===== src/sc_cmd_pkg.sv =====
package sc_cmd_pkg;

  // Clock rate.
  localparam int CLK_HZ = 20_000_000;

  // Bus command codes, one per word command.
  localparam logic [7:0] CMD_VENDOR = 8'h00;
  localparam logic [7:0] CMD_TEMP   = 8'h08;
  localparam logic [7:0] CMD_VOLT   = 8'h09;
  localparam logic [7:0] CMD_CURR   = 8'h0A;
  localparam logic [7:0] CMD_ESR    = 8'h0B;
  localparam logic [7:0] CMD_RSOC   = 8'h0D;
  localparam logic [7:0] CMD_HEALTH = 8'h0E;

  // Sub-command codes written to the vendor command port.
  localparam logic [15:0] SUB_DEV_TYPE  = 16'h0001;
  localparam logic [15:0] SUB_FW_REV    = 16'h0002;
  localparam logic [15:0] SUB_HW_REV    = 16'h0003;
  localparam logic [15:0] SUB_CKSUM     = 16'h0004;
  localparam logic [15:0] SUB_SEAL      = 16'h0020;
  localparam logic [15:0] SUB_LIFE_BAL  = 16'h0021;
  localparam logic [15:0] SUB_ALARM_SET = 16'h0030;
  localparam logic [15:0] SUB_ALARM_CLR = 16'h0031;
  localparam logic [15:0] SUB_CL0_SET   = 16'h0032;
  localparam logic [15:0] SUB_CL0_CLR   = 16'h0033;
  localparam logic [15:0] SUB_CL1_SET   = 16'h0034;
  localparam logic [15:0] SUB_CL1_CLR   = 16'h0035;
  localparam logic [15:0] SUB_LL_SET    = 16'h0037;
  localparam logic [15:0] SUB_LL_CLR    = 16'h0038;
  localparam logic [15:0] SUB_CAL       = 16'h0040;
  localparam logic [15:0] SUB_RESET     = 16'h0041;

  // Identity and key words; the values are arbitrary.
  localparam logic [15:0] DEV_TYPE_ID = 16'h5A01;
  localparam logic [15:0] FW_REV_ID   = 16'h0100;
  localparam logic [15:0] KEY_WORD1   = 16'h1234;
  localparam logic [15:0] KEY_WORD2   = 16'h5678;

  // Parameter store shape and the reserved word holding the revision.
  localparam int          PS_DEPTH   = 32;
  localparam int          PS_AW      = 5;
  localparam logic [4:0]  HW_REV_IDX = 5'h1F;

  // Measurement limits.
  localparam logic [15:0] VOLT_MAX_MV = 16'd20000;
  localparam logic [7:0]  PCT_FULL    = 8'd100;
  localparam logic [7:0]  PCT_HOLD    = 8'd99;
  localparam logic [6:0]  PCT_SCALE   = 7'd100;
  localparam logic [4:0]  DIV_STEPS   = 5'd23;

  // Times and derived cycle counts.
  localparam int UNSEAL_WAIT_S   = 4;
  localparam int UNSEAL_WAIT_CYC = CLK_HZ * UNSEAL_WAIT_S;
  localparam int RESET_HOLD_MS   = 2;
  localparam int RESET_HOLD_CYC  = (CLK_HZ / 1000) * RESET_HOLD_MS;
  localparam int LOCK_W          = 27;
  localparam int HOLD_W          = 16;

  // Value after reset of the sealed flag.
  localparam logic SEALED_RST = 1'b1;

  typedef logic [LOCK_W-1:0] lock_cnt_t;
  typedef logic [HOLD_W-1:0] hold_cnt_t;

  typedef enum logic [2:0] {
    ST_IDLE     = 3'b001,
    ST_CKSUM    = 3'b010,
    ST_RST_HOLD = 3'b100
  } ctrl_state_t;

endpackage : sc_cmd_pkg


===== src/pct_ceil.sv =====
// Free-running ceiling percentage: pct = ceil(numer * 100 / denom),
// saturated at 100, zero when denom is zero. A new result every 24 cycles.
module pct_ceil (
  // Clock and reset
  input  wire logic        core_clk,
  input  wire logic        rst,
  // Operands
  input  wire logic [15:0] numer,
  input  wire logic [15:0] denom,
  // Result
  output logic      [7:0]  pct
);

  logic [4:0]  cnt_q, cnt_d;
  logic [15:0] rem_q, rem_d;
  logic [22:0] quo_q, quo_d;
  logic [15:0] den_q, den_d;
  logic [7:0]  pct_q, pct_d;
  logic [16:0] trial;
  logic [16:0] diff;
  logic        fits;
  logic [22:0] quo_n;
  logic [15:0] rem_n;
  logic [22:0] ceil_q;

  always_comb begin
    cnt_d  = cnt_q;
    rem_d  = rem_q;
    quo_d  = quo_q;
    den_d  = den_q;
    pct_d  = pct_q;
    trial  = {rem_q, quo_q[22]};
    diff   = trial - {1'b0, den_q};
    fits   = (trial >= {1'b0, den_q});
    quo_n  = {quo_q[21:0], fits};
    rem_n  = fits ? diff[15:0] : trial[15:0];
    ceil_q = quo_n + {22'h000000, (rem_n != 16'h0000)};
    if (cnt_q == 5'h00) begin
      quo_d = 23'(numer) * 23'(sc_cmd_pkg::PCT_SCALE);
      rem_d = 16'h0000;
      den_d = denom;
      cnt_d = sc_cmd_pkg::DIV_STEPS;
    end else begin
      quo_d = quo_n;
      rem_d = rem_n;
      cnt_d = cnt_q - 5'h01;
      // round fraction up
      if (cnt_q == 5'h01) begin
        if (den_q == 16'h0000) begin
          pct_d = 8'h00;
        end else if (ceil_q > {15'h0000, sc_cmd_pkg::PCT_FULL}) begin
          pct_d = sc_cmd_pkg::PCT_FULL;
        end else begin
          pct_d = ceil_q[7:0];
        end
      end
    end
  end

  always_ff @(posedge core_clk) begin
    if (rst) begin
      cnt_q <= 5'h00;
      rem_q <= 16'h0000;
      quo_q <= 23'h000000;
      den_q <= 16'h0000;
      pct_q <= 8'h00;
    end else begin
      cnt_q <= cnt_d;
      rem_q <= rem_d;
      quo_q <= quo_d;
      den_q <= den_d;
      pct_q <= pct_d;
    end
  end

  assign pct = pct_q;

endmodule : pct_ceil


===== src/supercap_cmd.sv =====
// Summary of operation
// Hardware revision from reserved store byte.
// Checksum only when unsealed, ready promptly.
// Commands during checksum never abort it.
// Seal sets flag, only when unsealed.
// Lifetime/balancing sub-command controls both features.
// Alarm set drives pin high, clear low.
// Charge level 0 set high, clear low.
// Learn load set high, clear low.
// Pin, calibration, reset commands need unsealed.
// Reset holds bus clock low, then completes.
// After reset discharge if target below stack.
// Two key words in order unseal device.
// Failed unseal locks out four seconds.
// Write sub-command, then read vendor port.
// Temperature word, source chosen by select bits.
// Stack voltage in millivolts, 0 to 20000.
// Signed current, deadband reported as zero.
// Series resistance word in milliohms.
// Relative charge percent, fractions rounded up.
// Hold-at-99 set: 99 until termination.
// Hold-at-99 clear: above 99 shows 100.
// Health percent of initial, rounded up.
// Write 1 enables, 0 disables both.
// Charge level 1 codes are parameters.
module supercap_cmd #(
  parameter int          UNSEAL_WAIT_CYC = sc_cmd_pkg::UNSEAL_WAIT_CYC,
  parameter int          RESET_HOLD_CYC  = sc_cmd_pkg::RESET_HOLD_CYC,
  parameter logic [15:0] CL1_SET_CODE    = sc_cmd_pkg::SUB_CL1_SET,
  parameter logic [15:0] CL1_CLR_CODE    = sc_cmd_pkg::SUB_CL1_CLR
) (
  // Clock and reset
  input  wire logic        core_clk,
  input  wire logic        rst,
  // Word commands from the bus transaction layer
  input  wire logic        cmd_valid,
  input  wire logic        cmd_write,
  input  wire logic [7:0]  cmd_code,
  input  wire logic [15:0] cmd_wdata,
  output logic             rsp_valid,
  output logic      [15:0] rsp_data,
  // Bus clock line hold, open drain
  input  wire logic        scl_in,
  output logic             scl_out,
  output logic             scl_oe,
  // Parameter store loading
  input  wire logic        ps_wr_en,
  input  wire logic [4:0]  ps_wr_addr,
  input  wire logic [15:0] ps_wr_data,
  // Measurements and configuration
  input  wire logic [15:0] temp_internal,
  input  wire logic [15:0] temp_ext_a,
  input  wire logic [15:0] temp_ext_b,
  input  wire logic        temp_source_sel_hi,
  input  wire logic        temp_source_sel_lo,
  input  wire logic [15:0] stack_top_sense_input,
  input  wire logic [15:0] current_raw,
  input  wire logic [15:0] deadband_ma,
  input  wire logic [15:0] esr_mohm,
  input  wire logic [15:0] remaining_cap,
  input  wire logic [15:0] full_cap,
  input  wire logic [15:0] present_cap,
  input  wire logic [15:0] initial_cap_value,
  input  wire logic        hold_at_99_enable,
  input  wire logic        charge_term,
  input  wire logic [15:0] target_charge_voltage,
  // Pins and state
  output logic             alarm_out,
  output logic             charge_level_select0,
  output logic             charge_level_select1,
  output logic             learn_load_drive,
  output logic             lifetime_log_enable,
  output logic             balance_enable,
  output logic             balance_discharge,
  output logic             cal_mode,
  output logic             sealed
);

  sc_cmd_pkg::ctrl_state_t state_q, state_d;
  logic                  sealed_q, sealed_d, alarm_q, alarm_d;
  logic                  cl0_q, cl0_d, cl1_q, cl1_d, ll_q, ll_d;
  logic                  life_q, life_d, life_arm_q, life_arm_d;
  logic                  cal_q, cal_d, dis_q, dis_d, chk_q, chk_d;
  logic                  key_stage_q, key_stage_d;
  sc_cmd_pkg::lock_cnt_t lock_q, lock_d;
  sc_cmd_pkg::hold_cnt_t hold_q, hold_d;
  logic [15:0]           last_sub_q, last_sub_d;
  logic [4:0]            ck_idx_q, ck_idx_d;
  logic [15:0]           ck_acc_q, ck_acc_d;
  logic [15:0]           ck_sum_q, ck_sum_d;
  logic                  pend_q, pend_d;
  logic                  rsp_valid_q, rsp_valid_d;
  logic [15:0]           rsp_data_q, rsp_data_d;
  logic                  scl_oe_q, scl_oe_d;

  logic [15:0] pstore [sc_cmd_pkg::PS_DEPTH];
  logic [7:0]  rsoc_raw, health_pct, rsoc_pct;
  logic [15:0] temp_word, volt_word, curr_word, curr_mag;
  logic [15:0] vendor_word, read_word;
  logic        vwr, rd, unsealed, ck_busy;

  // relative charge division
  pct_ceil u_rsoc (
    .core_clk (core_clk),
    .rst      (rst),
    .numer    (remaining_cap),
    .denom    (full_cap),
    .pct      (rsoc_raw)
  );

  // health division
  pct_ceil u_health (
    .core_clk (core_clk),
    .rst      (rst),
    .numer    (present_cap),
    .denom    (initial_cap_value),
    .pct      (health_pct)
  );

  // store locked while sealed
  always_ff @(posedge core_clk) begin
    if (ps_wr_en && !sealed_q) begin
      pstore[ps_wr_addr] <= ps_wr_data;
    end
  end

  always_comb begin
    // temperature source select
    case ({temp_source_sel_hi, temp_source_sel_lo})
      2'b00:   temp_word = temp_internal;
      2'b01:   temp_word = temp_ext_a;
      default: temp_word = temp_ext_b;
    endcase
    // clamp stack voltage
    volt_word = (stack_top_sense_input > sc_cmd_pkg::VOLT_MAX_MV) ?
                sc_cmd_pkg::VOLT_MAX_MV : stack_top_sense_input;
    // deadband forces zero
    curr_mag  = current_raw[15] ? (16'h0000 - current_raw) : current_raw;
    curr_word = (curr_mag <= deadband_ma) ? 16'h0000 : current_raw;
    // hold at 99 until termination
    if (hold_at_99_enable && !charge_term &&
        (rsoc_raw == sc_cmd_pkg::PCT_FULL)) begin
      rsoc_pct = sc_cmd_pkg::PCT_HOLD;
    end else begin
      // no hold, rounded value
      rsoc_pct = rsoc_raw;
    end
    // vendor port returns last result
    case (last_sub_q)
      sc_cmd_pkg::SUB_DEV_TYPE: vendor_word = sc_cmd_pkg::DEV_TYPE_ID;
      sc_cmd_pkg::SUB_FW_REV:   vendor_word = sc_cmd_pkg::FW_REV_ID;
      // revision from reserved byte
      sc_cmd_pkg::SUB_HW_REV:
        vendor_word = {8'h00, pstore[sc_cmd_pkg::HW_REV_IDX][7:0]};
      sc_cmd_pkg::SUB_CKSUM:    vendor_word = ck_sum_q;
      sc_cmd_pkg::SUB_LIFE_BAL: vendor_word = {15'h0000, life_q};
      default: vendor_word = {13'h0000, cal_q, ck_busy, sealed_q};
    endcase
    case (cmd_code)
      sc_cmd_pkg::CMD_VENDOR: read_word = vendor_word;
      sc_cmd_pkg::CMD_TEMP:   read_word = temp_word;
      sc_cmd_pkg::CMD_VOLT:   read_word = volt_word;
      sc_cmd_pkg::CMD_CURR:   read_word = curr_word;
      // resistance passed through
      sc_cmd_pkg::CMD_ESR:    read_word = esr_mohm;
      sc_cmd_pkg::CMD_RSOC:   read_word = {8'h00, rsoc_pct};
      sc_cmd_pkg::CMD_HEALTH: read_word = {8'h00, health_pct};
      default:                read_word = 16'hFFFF;
    endcase
  end

  assign vwr      = cmd_valid && cmd_write && (cmd_code == 8'h00);
  assign rd       = cmd_valid && !cmd_write;
  assign unsealed = !sealed_q;
  assign ck_busy  = (state_q == sc_cmd_pkg::ST_CKSUM);

  always_comb begin
    state_d = state_q;
    {sealed_d, alarm_d, cl0_d, cl1_d, ll_d, life_d} =
      {sealed_q, alarm_q, cl0_q, cl1_q, ll_q, life_q};
    {life_arm_d, cal_d, dis_d, key_stage_d, pend_d} =
      {life_arm_q, cal_q, dis_q, key_stage_q, pend_q};
    {hold_d, last_sub_d, ck_idx_d, ck_acc_d, ck_sum_d} =
      {hold_q, last_sub_q, ck_idx_q, ck_acc_q, ck_sum_q};
    {chk_d, rsp_valid_d, rsp_data_d, scl_oe_d} =
      {1'b0, 1'b0, rsp_data_q, scl_oe_q};
    lock_d = (lock_q != '0) ? lock_q - 1'b1 : lock_q;
    // discharge while target below stack
    if (chk_q) begin
      dis_d = (target_charge_voltage < stack_top_sense_input);
    end else if (dis_q &&
                 (target_charge_voltage >= stack_top_sense_input)) begin
      dis_d = 1'b0;
    end

    case (state_q)
      sc_cmd_pkg::ST_RST_HOLD: begin
        // clock held until reset done
        if (hold_q == '0) begin
          scl_oe_d = 1'b0;
          chk_d    = 1'b1;
          state_d  = sc_cmd_pkg::ST_IDLE;
        end else begin
          hold_d = hold_q - 1'b1;
        end
      end
      default: begin
        // checksum runs to the end
        if (ck_busy) begin
          ck_acc_d = ck_acc_q + pstore[ck_idx_q];
          ck_idx_d = ck_idx_q + 5'h01;
          if (ck_idx_q == 5'(sc_cmd_pkg::PS_DEPTH - 1)) begin
            ck_sum_d = ck_acc_q + pstore[ck_idx_q];
            state_d  = sc_cmd_pkg::ST_IDLE;
            if (pend_q) begin
              pend_d      = 1'b0;
              rsp_valid_d = 1'b1;
              rsp_data_d  = ck_acc_q + pstore[ck_idx_q];
            end
          end
        end
        // read back through the port
        if (rd) begin
          if (ck_busy && (cmd_code == sc_cmd_pkg::CMD_VENDOR) &&
              (last_sub_q == sc_cmd_pkg::SUB_CKSUM)) begin
            pend_d = 1'b1;
          end else begin
            rsp_valid_d = 1'b1;
            rsp_data_d  = read_word;
          end
        end
        if (vwr) begin
          if (key_stage_q) begin
            // second key word
            key_stage_d = 1'b0;
            if (cmd_wdata == sc_cmd_pkg::KEY_WORD2) begin
              sealed_d = 1'b0;
            end else begin
              // lock out after failure
              lock_d = sc_cmd_pkg::lock_cnt_t'(UNSEAL_WAIT_CYC);
            end
          end else if (sealed_q && (cmd_wdata == sc_cmd_pkg::KEY_WORD1)) begin
            // attempts refused while locked
            key_stage_d = (lock_q == '0);
          end else if (life_arm_q) begin
            // value word sets both
            life_d     = cmd_wdata[0];
            life_arm_d = 1'b0;
          end else begin
            case (cmd_wdata)
              sc_cmd_pkg::SUB_DEV_TYPE, sc_cmd_pkg::SUB_FW_REV,
              sc_cmd_pkg::SUB_HW_REV: begin
                last_sub_d = cmd_wdata;
              end
              // arm lifetime and balancing
              sc_cmd_pkg::SUB_LIFE_BAL: begin
                last_sub_d = cmd_wdata;
                life_arm_d = 1'b1;
              end
              // checksum only when unsealed
              sc_cmd_pkg::SUB_CKSUM: begin
                if (unsealed && !ck_busy) begin
                  last_sub_d = cmd_wdata;
                  state_d    = sc_cmd_pkg::ST_CKSUM;
                  ck_idx_d   = 5'h00;
                  ck_acc_d   = 16'h0000;
                end
              end
              // seal when unsealed
              sc_cmd_pkg::SUB_SEAL: begin
                if (unsealed) begin
                  sealed_d = 1'b1;
                end
              end
              // pin drive gated by seal
              // alarm pin
              sc_cmd_pkg::SUB_ALARM_SET: if (unsealed) alarm_d = 1'b1;
              sc_cmd_pkg::SUB_ALARM_CLR: if (unsealed) alarm_d = 1'b0;
              // charge level 0
              sc_cmd_pkg::SUB_CL0_SET:   if (unsealed) cl0_d = 1'b1;
              sc_cmd_pkg::SUB_CL0_CLR:   if (unsealed) cl0_d = 1'b0;
              // learn load pin
              sc_cmd_pkg::SUB_LL_SET:    if (unsealed) ll_d = 1'b1;
              sc_cmd_pkg::SUB_LL_CLR:    if (unsealed) ll_d = 1'b0;
              // calibration entry
              sc_cmd_pkg::SUB_CAL:       if (unsealed) cal_d = 1'b1;
              // full reset, clock held
              sc_cmd_pkg::SUB_RESET: begin
                if (unsealed && !ck_busy) begin
                  state_d     = sc_cmd_pkg::ST_RST_HOLD;
                  hold_d      = sc_cmd_pkg::hold_cnt_t'(RESET_HOLD_CYC);
                  scl_oe_d    = 1'b1;
                  sealed_d    = sc_cmd_pkg::SEALED_RST;
                  {alarm_d, cl0_d, cl1_d, ll_d, life_d} = 5'h00;
                  {life_arm_d, cal_d, dis_d, key_stage_d, pend_d} = 5'h00;
                  last_sub_d  = 16'h0000;
                end
              end
              default: begin
                // charge level 1 codes
                if (unsealed && (cmd_wdata == CL1_SET_CODE)) begin
                  cl1_d = 1'b1;
                end else if (unsealed && (cmd_wdata == CL1_CLR_CODE)) begin
                  cl1_d = 1'b0;
                end
              end
            endcase
          end
        end
      end
    endcase
  end

  always_ff @(posedge core_clk) begin
    if (rst) begin
      state_q <= sc_cmd_pkg::ST_IDLE;
      {sealed_q, chk_q} <= {sc_cmd_pkg::SEALED_RST, 1'b1};
      {alarm_q, cl0_q, cl1_q, ll_q, life_q, life_arm_q, cal_q} <= 7'h00;
      {dis_q, key_stage_q, pend_q, rsp_valid_q, scl_oe_q} <= 5'h00;
      {lock_q, hold_q, last_sub_q, ck_idx_q} <= '0;
      {ck_acc_q, ck_sum_q, rsp_data_q} <= '0;
    end else begin
      state_q <= state_d;
      {sealed_q, chk_q, alarm_q, cl0_q, cl1_q, ll_q} <=
        {sealed_d, chk_d, alarm_d, cl0_d, cl1_d, ll_d};
      {life_q, life_arm_q, cal_q, dis_q, key_stage_q, pend_q} <=
        {life_d, life_arm_d, cal_d, dis_d, key_stage_d, pend_d};
      {rsp_valid_q, scl_oe_q, lock_q, hold_q, last_sub_q} <=
        {rsp_valid_d, scl_oe_d, lock_d, hold_d, last_sub_d};
      {ck_idx_q, ck_acc_q, ck_sum_q, rsp_data_q} <=
        {ck_idx_d, ck_acc_d, ck_sum_d, rsp_data_d};
    end
  end

  // The line is only ever pulled low; its level is not needed here.
  logic scl_unused;
  assign scl_unused = scl_in;

  assign rsp_valid            = rsp_valid_q;
  assign rsp_data             = rsp_data_q;
  assign scl_out              = 1'b0;
  assign scl_oe               = scl_oe_q;
  assign alarm_out            = alarm_q;
  assign charge_level_select0 = cl0_q;
  assign charge_level_select1 = cl1_q;
  assign learn_load_drive     = ll_q;
  // one enable drives both
  assign lifetime_log_enable  = life_q;
  assign balance_enable       = life_q;
  assign balance_discharge    = dis_q;
  assign cal_mode             = cal_q;
  assign sealed               = sealed_q;

endmodule : supercap_cmd


===== config.mk =====
export PLATFORM = sky130hd
export DESIGN_NAME = supercap_cmd
export DESIGN_NICKNAME = d
export VERILOG_FILES = /design/src/sc_cmd_pkg.sv /design/src/pct_ceil.sv /design/src/supercap_cmd.sv
export SDC_FILE = /design/constraint.sdc
export NUM_CORES = 1
export LEC_CHECK = 0
export BUFFER_PORTS_ARGS = -buffer_cell sky130_fd_sc_hd__buf_4
export CAP_MARGIN = 20
export CORE_AREA = 3 3 266 268
export CTS_CLUSTER_DIAMETER = 30
export DETAILED_ROUTE_END_ITERATION = 12
export DIE_AREA = 0 0 269 271
export GPL_ROUTABILITY_DRIVEN = 0
export PLACE_DENSITY_LB_ADDON = 0.15
export SLEW_MARGIN = 20
export SYNTH_ARGS = -nofsm -noshare
export SYNTH_HDL_FRONTEND = slang
export SYNTH_SLANG_ARGS = --single-unit

===== constraint.sdc =====
create_clock -name core_clk -period 11.2 [get_ports core_clk]
set_clock_uncertainty 0.2 [all_clocks]
set_input_delay 0.56 -clock core_clk [delete_from_list [all_inputs] [get_ports core_clk]]
set_output_delay 0.56 -clock core_clk [all_outputs]
set_load 0.005 [all_outputs]

### After elaboration in Yosys (flattened, before gate mapping)

Memories as Yosys holds them, arrays and structs flattened. A register that Yosys moved wholly into a read port is not among the register bits.
Index checks and enable logic that the tools add are counted.

* bits in writable memories: 512
* word-level logic and storage cells: 301
* bits of input ports: 247
* memories: 1
* flip-flop bits (word level): 265
* output and inout bits: 28

Memories
* pstore: depth 32, bits a word 16, rd ports 2, clocked after memory_dff 1, write ports 1, RTL line supercap_cmd.sv:96 `logic [15:0] pstore [sc_cmd_pkg::PS_DEPTH];`

* eq/ne operators: 54
* multipliers: 2
* bitwise gates (word level): 7
* add/subtract/negate cells: 11
* magnitude comparators: 8
* mux-type cells: 122
* reduce and logical (&&, ||, !) cells: 60

Operators with widths (count)
* 2-to-1 mux 16 bit: 27
* == test 16 x 6 -> 1 bit, second input constant: 11
* 2-to-1 mux 27 bit: 5
* case mux 16 bit (7 select lines): 1
* case mux 16 bit (5 select lines): 1
* == test 16 x 2 -> 1 bit, second input constant: 4
* 2-to-1 mux 5 bit: 11
* 2-to-1 mux 1 bit: 51
* == test 8 x 4 -> 1 bit, second input constant: 6
* logical NOT 16 bit: 3
* case mux 16 bit (3 select lines): 1
* adder 23 x 1 -> 23 bit: 2
* > comparator 23 x 7 -> 1 bit, second input constant: 2
* 2-to-1 mux 23 bit: 2
* multiplier 16 x 5 -> 21 bit, second input constant: 2
* 2-to-1 mux 8 bit: 5
* greater-or-equal comparator 17 x 16 -> 1 bit: 2
* == test 16 x 1 -> 1 bit, second input constant: 2
* == test 16 x 3 -> 1 bit, second input constant: 2
* == test 16 x 7 -> 1 bit, second input constant: 2
* case mux 16 bit (2 select lines): 1
* nonzero test 16 bit: 2
* subtractor 16 bit: 2
* 2-to-1 mux 3 bit: 10
* other kinds (44): 107

### Logic depth before layout (Yosys ltp)

Gate-level depths: netlist of run 1.

* word-level depth: 11
* depth in mapped cells: 22

### Hierarchy

A second synthesis of run 1 with hierarchy kept.

* cells, all modules: 3244
* area total of the unflattened synthesis: 39191.3 um^2

By module, submodules not included
* supercap_cmd: instances 1, cells an instance 1898, area each 28237.1 um^2, sequential area each 18057.3 um^2
* pct_ceil at u_health: instances 1, cells an instance 682, area each 5522.8 um^2, sequential area each 1361.3 um^2
* pct_ceil at u_rsoc: instances 1, cells an instance 664, area each 5431.5 um^2, sequential area each 1361.3 um^2

### Least setup slack after synthesis of run 1

Ideal clock, no wire load.

* kind: register to register
* start: register u_health.quo_q[22]
* end: register u_health.pct_q[2] (netlist: u_health.pct[2])
* slack: 6185 ps
* arrival time: 4701 ps
* cell stages (with the launch flop): 23
* data required time: 10886 ps
* path buffers: 0
* cell sequence: dfxtp_1 > inv_1 > ha_1 > inv_1 > fa_1 > a211oi_1 > o211ai_1 > a31o_2 > a211oi_1 > nor2_1 > nor4_1 > a31oi_1 > or4_1 > ha_1 > ha_1 > nand3_1 > o21a_1 > a31oi_1 > or4b_1 > nor4_1 > and4_1 > a31oi_1 > a21o_1

* longest elaborated chain between the ends: 7
* elaborated cells between the ends (all ways): 8
* classes of those cells: 2 x add/sub; 2 x order compare; 3 x mux; 1 x reduce/logical

Ends and longest elaborated chain
* start, declared: RTL line pct_ceil.sv:16 `logic [22:0] quo_q, quo_d;`
* start signal, assigned: RTL line pct_ceil.sv:70 `quo_q <= quo_d;`
* subtractor 16 bit / greater-or-equal comparator 17 x 16 -> 1 bit (equally long branches): RTL line pct_ceil.sv:33, pct_ceil.sv:34
* 2-to-1 mux 16 bit: RTL line pct_ceil.sv:36 `rem_n = fits ? diff[15:0] : trial[15:0];`
* nonzero test 16 bit: RTL line pct_ceil.sv:37 `ceil_q = quo_n + {22'h000000, (rem_n != 16'h0000)};`
* adder 23 x 1 -> 23 bit *: RTL line pct_ceil.sv:37
* > comparator 23 x 7 -> 1 bit: RTL line pct_ceil.sv:51 `end else if (ceil_q > {15'h0000, sc_cmd_pkg::PCT_FULL}) begin`
* 2-to-1 mux 8 bit *: RTL line pct_ceil.sv:51
* 2-to-1 mux 8 bit *: RTL line pct_ceil.sv:49 `if (den_q == 16'h0000) begin`
* end signal, assigned: RTL line pct_ceil.sv:72 `pct_q <= pct_d;`
* end, declared: RTL line pct_ceil.sv:18 `logic [7:0] pct_q, pct_d;`

Mark *: on every way between the ends. The rest lies on a longest branch, timed or not.
A chain may end at the register's enable or synchronous reset.

### Worst setup path in the final report of run 1

* start: register u_health.den_q[1]
* end: register u_health.pct_q[2] (netlist: u_health.pct[2])

* longest elaborated chain between the ends: 7
* elaborated cells between the ends (all ways): 9
* classes of those cells: 2 x add/sub; 2 x order compare; 3 x mux; 2 x reduce/logical

Ends and longest elaborated chain
* start, declared: RTL line pct_ceil.sv:17 `logic [15:0] den_q, den_d;`
* start signal, assigned: RTL line pct_ceil.sv:71 `den_q <= den_d;`
* subtractor 16 bit / greater-or-equal comparator 17 x 16 -> 1 bit (equally long branches): RTL line pct_ceil.sv:33, pct_ceil.sv:34
* 2-to-1 mux 16 bit: RTL line pct_ceil.sv:36
* nonzero test 16 bit: RTL line pct_ceil.sv:37
* adder 23 x 1 -> 23 bit: RTL line pct_ceil.sv:37
* > comparator 23 x 7 -> 1 bit: RTL line pct_ceil.sv:51
* 2-to-1 mux 8 bit: RTL line pct_ceil.sv:51
* 2-to-1 mux 8 bit *: RTL line pct_ceil.sv:49

Marks and branches as above.

==> impl_results.md, run 1 <==
* Final WL at 106000 um
* Clock Latency Late Sink at 720 ps
* Clock buffer count from CTS at 142
* PwrDens at 214 nW/um^2
* Vias in the first global route at 29200
* Die area at 72900 um^2
* Layout cells sized above 1 at 20.6%
* Number of nets with antenna violations after routing at 0
* Initial antenna violation count at 3
* Number of synthesized flops with an enable pin at 512
* Final Util at 69.0%
* Overall die height at 271 um
* Hold Violations, Final at 0
* Largest net degree at the start of global routing at 77
* Fin crit share at 57.1%
* DR pass1 iterations at 7
* Slew @ Worst Pin at 1080 ps
* WP data required at 11580 ps
* Via Count at 28800
* Crit Path Max Fanout at 22
* CTS root buf: clkbuf_16
* Yosys warns at 0
* Critical-path top delay cell: a211oi_2
* Seq cells post-synth at 782
* DR vias/cell at 6.12
* Crit path DAT at 6770 ps
* RSZ-0062 raised after global routing: false
* DR iter-0 viols at 2346
* Placed cells at 4401
* Die Wd at 269 um
* CTS tree: built
* Io pins at 275
* Syn Nets at 3740
* Total negative slack at 0 ps
* Crit path largest cell delay at 860 ps
* First-pass GRT wire length at 164000 um
* Max-slew violation count at 0
* Synth Instances at 3268
* Post-CTS Setup Inserts at 0
* CTS H-tree depth at 4
* Area grow syn2layout at 21.5%
* Final std cells w/o fill at 4703
* Nets@finish at 4130
* Crit-path most repeated cell: ha_1
* Crit Path Class: reg -> reg
* Tmin final at 6390 ps
* Status: finished, final reports clean
* VDD IR max at 0.000155 V
* Netlist cell types at 87
* Crit-path cells: inv_1 > ha_1 > nor2b_1 > o31a_1 > o221a_2 > o21a_1 > a211oi_2 > inv_2 > a41oi_1 > or4_1 > ha_1 > ha_1 > nand3_1 > nor4_1 > and4_1 > nand3b_1 > o21a_1 > o21ai_0 > a31oi_1 > a21o_1
* Ys flop type: edfxtp_1
* Endpoints failing setup at 0
* Endpoint class of the critical path: register
* Fillers at 4808
* Clock transition at path regs at 50 ps
* Clock sink count at 782
* Fmax achieved at 156 MHz
* Post-DP HPWL at 72500 um
* Synthesized area at 38900 um^2
* Avg WL per Cell at 22.6 um
* Core ar. at 68600 um^2
* Async SR Flop Fraction at 0%
* Row cnt at 96
* Pleak at 17.7 nW
* I/O Buffers at 272
* Buffers and inverters on the worst path at 2
* Syn avg cell area at 11.9 um^2
* Worst slew margin at 27.4%
* CP startpoint kind: register
* Largest delay share family, worst path: compound AO/OA/AOI/OAI gates
* Max clock buf depth at 3
* Worst Hold Class: in -> reg
* Register area share after synthesis at 53.4%
* Initial core utilization at 56.8%
* DRC errors left at 0
* GRT Overall Usage at 29.2%
* Max-cap violations at 0
* Total grt overflow at 0
-- report_power, final --
part	internal, mW	switching, mW	total [mW]
Combinational	1.01	1.46	2.47
Clock	2.67	1.51	4.18
Sequential	3.27	0.197	3.47
-- metrics by stage --
| step | power (mW) | worst slack (ps) | hold slack (ps) | instance area, um^2 |
|---|---|---|---|---|
| global route | 10.6 | 4250 | 17.0 | 47300 |
| finish | 10.1 | 4810 | 38.6 | 47300 |
| detailed placement | 5.92 | 4920 | 245 | 42100 |
| floorplan | 5.30 | 6190 | 218 | 38900 |
| CTS | 10.1 | 4850 | 0.710 | 47300 |
| global placement | 5.83 | 5000 | 243 | 42100 |
-- sequential cells by signal (all words and copies together) (netlist names), 3 cells and up, named ones only --
signal,count
pstore,512
lock_q,27
u_health.quo_q,23
u_rsoc.quo_q,23
ck_acc_q,16
ck_sum_q,16
hold_q,16
last_sub_q,16
rsp_data,16
u_health.den_q,16
u_health.rem_q,16
u_rsoc.den_q,16
u_rsoc.rem_q,16
u_health.pct,8
u_rsoc.pct,8
ck_idx_q,5
u_health.cnt_q,5
u_rsoc.cnt_q,5
state_q,3
-- area by class of cell --
cell class              count  area, um^2  share of cell area, %
flip-flops and latches    782       20800                   44.0
repair buffers            368        2870                   6.07
well taps                 931        1160                   2.46
clock inverters            85         951                   2.01
clock buffers             170        3810                   8.06
diodes                      3        7.51                 0.0159
multi-input cells        2141       16900                   35.7
inverters                 223         837                   1.77
-- layout by cell type (no fill, tap or decap), types with 67 or more instances in the layout --
| cell type | count |
|---|---|
| edfxtp_1 | 512 |
| nand2_1 | 327 |
| buf_4 | 324 |
| dfxtp_1 | 267 |
| nor2_1 | 232 |
| inv_1 | 221 |
| a21oi_1 | 209 |
| ha_1 | 200 |
| mux4_2 | 160 |
| clkbuf_16 | 143 |
| o21ai_0 | 108 |
| xnor2_1 | 90 |
| nor3_1 | 71 |
| nand3_1 | 67 |
-- logic make-up after synthesis --
group	after synthesis	synth area share (%)
compound gates	590	9.71
simple gates	989	12.4
xor+xnor	126	2.83
fa+ha+maj	225	7.71
buf+inv	345	3.37
other cells	1	0.00963
mux	210	10.6
flops	782	53.4
-- synth_stat cells (17+ instances only) --
cell type,n,area [um^2]
o21ai_0,108,541
nand4_1,38,238
and3_1,31,194
inv_1,221,830
nand2b_1,18,113
nor3_1,71,355
edfxtp_1,512,15400
nor4_1,46,288
a21oi_1,209,1050
a31oi_1,18,113
a22oi_1,18,135
fa_1,25,500
a211oi_1,39,293
a21o_1,24,180
nor2_1,234,878
xor2_1,36,315
nand2_1,327,1230
dfxtp_1,270,5410
a22o_1,20,175
and2_1,28,175
mux4_2,160,3600
or3_1,25,156
xnor2_1,90,788
o21a_1,29,218
mux2i_1,34,340
nand3_1,67,335
clkbuf_1,100,375
nor2b_1,17,106
ha_1,200,2500
-- worst paths after layout --
kind	start	to	slack, ps	cells past startpoint
setup / recovery	u_health.den_q[1]	u_health.pct[2]	4810	20
hold / removal	ps_wr_data[2]	pstore[13][2]	40	1
setup reg to reg	u_health.den_q[1]	u_health.pct[2]	4810	20
hold reg to reg	ck_sum_q[14]	ck_sum_q[14]	260	2
-- what timing repair did --
item,CTS,global route
hold buffers,44,0
hold endpoints to repair,46,0
gates resized for setup,0,0
-- per-layer routing --
metal / up-vias / global-route usage, % / wire, um / share of wire (%)
li1: 13100 / - / - / -
met1: 14000 / 36.5 / 41300 / 39
met2: 1400 / 48.9 / 52400 / 49
met3: 263 / 6.17 / 8260 / 7.8
met4: 0 / 13.2 / 4360 / 4.1
met5: - / 0 / 0 / 0
No activity file was read; power rests on OpenSTA's default activity.
==> run 2: changes to the inputs <==
Settings changed: ABC_AREA set to 1, CORE_AREA 3 3 266 268 to 3 3 274 276, DIE_AREA 0 0 269 271 to 0 0 277 279.
Clock period 11.2 ns to 5.9 ns, I/O delays scaled along.
==> run 2 against run 1 <==
Compared with the run above: sequential power increased by 85%; register-to-register slack got worse by 3600 ps; first-iteration DRC count increased by 30%; fmax increased by 36%; total power up 96%; largest cell class unchanged; largest power group unchanged; highest routed layer unchanged.
==> impl_results.md, run 2 <==
* RSZ-0062 raised after global routing: false
* Number of nets with antenna violations after routing at 0
* Post-DP HPWL at 77800 um
* GRT Overall Usage at 30.7%
* Synthesized area at 41400 um^2
* Max FFs per register at 512
* CTS H-tree depth at 4
* Synth Instances at 4784
* Crit path DAT at 5060 ps
* Clock Latency Late Sink at 720 ps
* Most frequent cells in the layout: nand2_1 (875), nor2_1 (651), inv_1 (525)
* Total grt overflow at 0
* Fmax achieved at 213 MHz
* Layout cells sized above 1 at 13.0%
* Initial antenna violation count at 2
* Total negative slack at 0 ps
* Die area at 77300 um^2
* Cell taking the most area after synthesis: edfxtp_1
* Cell Int Power at 13.4 mW
* Final WL at 119000 um
* Placed cells at 5905
* Nets@finish at 5685
* Buffers and inverters on the worst path at 2
* Commonest cells in the synthesized netlist: nand2_1 (876), nor2_1 (652), inv_1 (529), edfxtp_1 (512), o21ai_0 (424)
* Count leader, synth: nand2_1
* Overall die height at 279 um
* WP data required at 6270 ps
* First-pass GRT wire length at 189000 um
* Via Count at 35800
* Seq cells post-synth at 782
* Tmin final at 4700 ps
* Leading cell type in the layout, fill and taps excluded: nand2_1
* Core ar. at 72800 um^2
* Initial core utilization at 56.9%
* Sw Ratio at 32.4%
* DR iter-0 viols at 3060
* Hold Violations, Final at 0
* Crit Path Max Fanout at 19
* Worst reg2reg startpoint: u_rsoc.den_q[2]
* Power share of the combinational group at 24.7%
* VDD IR max at 0.000319 V
* Post-CTS Resized at 0
* CP startpoint kind: register
* Syn Nets at 5256
* P_sw at 6.40 mW
* Syn avg cell area at 8.66 um^2
* Crit path largest cell delay at 380 ps
* I/O Buffers at 272
* Avg WL per Cell at 18.9 um
* Largest net degree at the start of global routing at 151
* Largest delay share family, worst path: simple AND/OR/NAND/NOR gates
* Critical-path top delay cell: ha_1
* Register share of total power at 32.4%
* Io pins at 275
* Hold WS at 59.1 ps
* Yosys warns at 0
* Worst Hold Class: in -> reg
* CTS tree: built
* Pleak at 21.4 nW
* Row cnt at 99
* Die Wd at 277 um
* Netlist cell types at 63
* DR pass1 iterations at 6
* Clock power share at 42.8%
* Crit Path Class: reg -> reg
* Area grow syn2layout at 22.6%
* Slew @ Worst Pin at 1020 ps
* Clock sink count at 782
* PwrDens at 390 nW/um^2
* Max-cap violations at 0
* DR vias/cell at 5.68
* Vias in the first global route at 35100
* Worst min-delay path startpoint: present_cap[15]
* Status: finished, final reports clean
* Largest Register: pstore
* Placed inst area at 44500 um^2
* Ys flop type: edfxtp_1
* Endpoints failing setup at 0
* Clock transition at path regs at 50 ps
* Finished Cell Area at 50800 um^2
* Register area share after synthesis at 50.2%
* Number of synthesized flops with an enable pin at 512
* Max-slew violation count at 0
* DRC errors left at 0
* Area fraction of the dominant cell type after synthesis at 37.1%
* Clock buffer count from CTS at 143
* Fin crit share at 79.6%
* Async SR Flop Fraction at 0%
* Most area-consuming cells after synthesis: edfxtp_1 (37%), dfxtp_1 (13%), nand2_1 (7.9%), ha_1 (6.0%), nor2_1 (5.9%)
* Worst slew margin at 31.8%
* CTS root buf: clkbuf_16
* Crit-path most repeated cell: nand2_1
* Endpoint class of the critical path: register
* Max clock buf depth at 3
* Final std cells w/o fill at 6295
* Worst Setup SP: u_rsoc.den_q[2]
## run 2: cell types whose count changed after synthesis, sizes merged, moves of 37 or more
cell and change:
nor2 +448, nand2 +570, o21ai +326, o22ai +37
inv +323, o221ai +83, mux4 -160, nand3 +238
xnor2 -63
## run 2: repair_timing
item / in CTS / in global routing
hold buffers: 122 / 0
hold endpoints to repair: 619 / 0
buffers inserted: 0 / 0
## run 2: path summary, 6_finish.rpt
kind / end / slack [ps] / cells past startpoint
worst min-delay path: u_health.quo_q[22] / 60 / 7
worst max register to register: u_rsoc.pct[2] / 1200 / 30
worst max-delay path: u_rsoc.pct[2] / 1200 / 30
worst min register to register: last_sub_q[9] / 250 / 2
## run 2: cell families (layout without fill, tap and decap cells)
family / Yosys count / in the layout / share of synthesized area, %
AND/OR/NAND/NOR: 2054 / 2054 / 21.3
AO/OA/AOI/OAI: 907 / 907 / 12.5
flip-flops: 782 / 782 / 50.2
buffers and inverters: 720 / 1270 / 6.78
adder cells (fa/ha/maj): 225 / 225 / 7.25
XOR/XNOR: 95 / 95 / 2.01
other: 1 / 3 / 0.00905
## run 2: metrics by stage
stage | util (%) | power, mW | setup slack (ps)
after global routing | 69.7 | 20.9 | 751
after detailed placement | 61.1 | 11.3 | 1290
after global placement | 61.1 | 11.2 | 1360
final | 69.7 | 19.8 | 1200
after floorplan | - | 10.1 | 2220
after CTS | 69.7 | 19.8 | 1220
## run 2: layout make-up
| class | instances | area, um^2 |
|---|---|---|
| clock inverters | 101 | 1300 |
| well taps | 959 | 1200 |
| flip-flops and latches | 782 | 20800 |
| diodes | 2 | 5.00 |
| inverters | 548 | 2070 |
| multi-input cells | 3282 | 17800 |
| clock buffers | 165 | 3780 |
| repair buffers | 456 | 3800 |
| fillers | 5612 | 22000 |
## run 2: layer usage
layer / vias to the layer above / track usage [%] / share of wire [%]
met5: - / 0 / 0
met4: 0 / 13.6 / 4.1
li1: 17200 / - / -
met1: 16800 / 38.6 / 40
met2: 1485 / 51.7 / 47
met3: 294 / 6.29 / 8.2
## run 2: power by group through the flow
stage          combinational (mW)  sequential, mW  clock [mW]
3_5_place_dp                 4.77            6.51           0
6_report                     4.90            6.42        8.48
5_1_grt                      5.62            6.45        8.84
3_3_place_gp                 4.71            6.51           0
4_1_cts                      4.88            6.41        8.56
2_1_floorplan                3.68            6.44           0
## run 2: worst min-delay path, stage by stage
cell     delay (ps)
buf_4           100
ha_1            150
nand2_1          70
nand4_1          90
nand3_1         100
nand2_1          80
inv_1            40
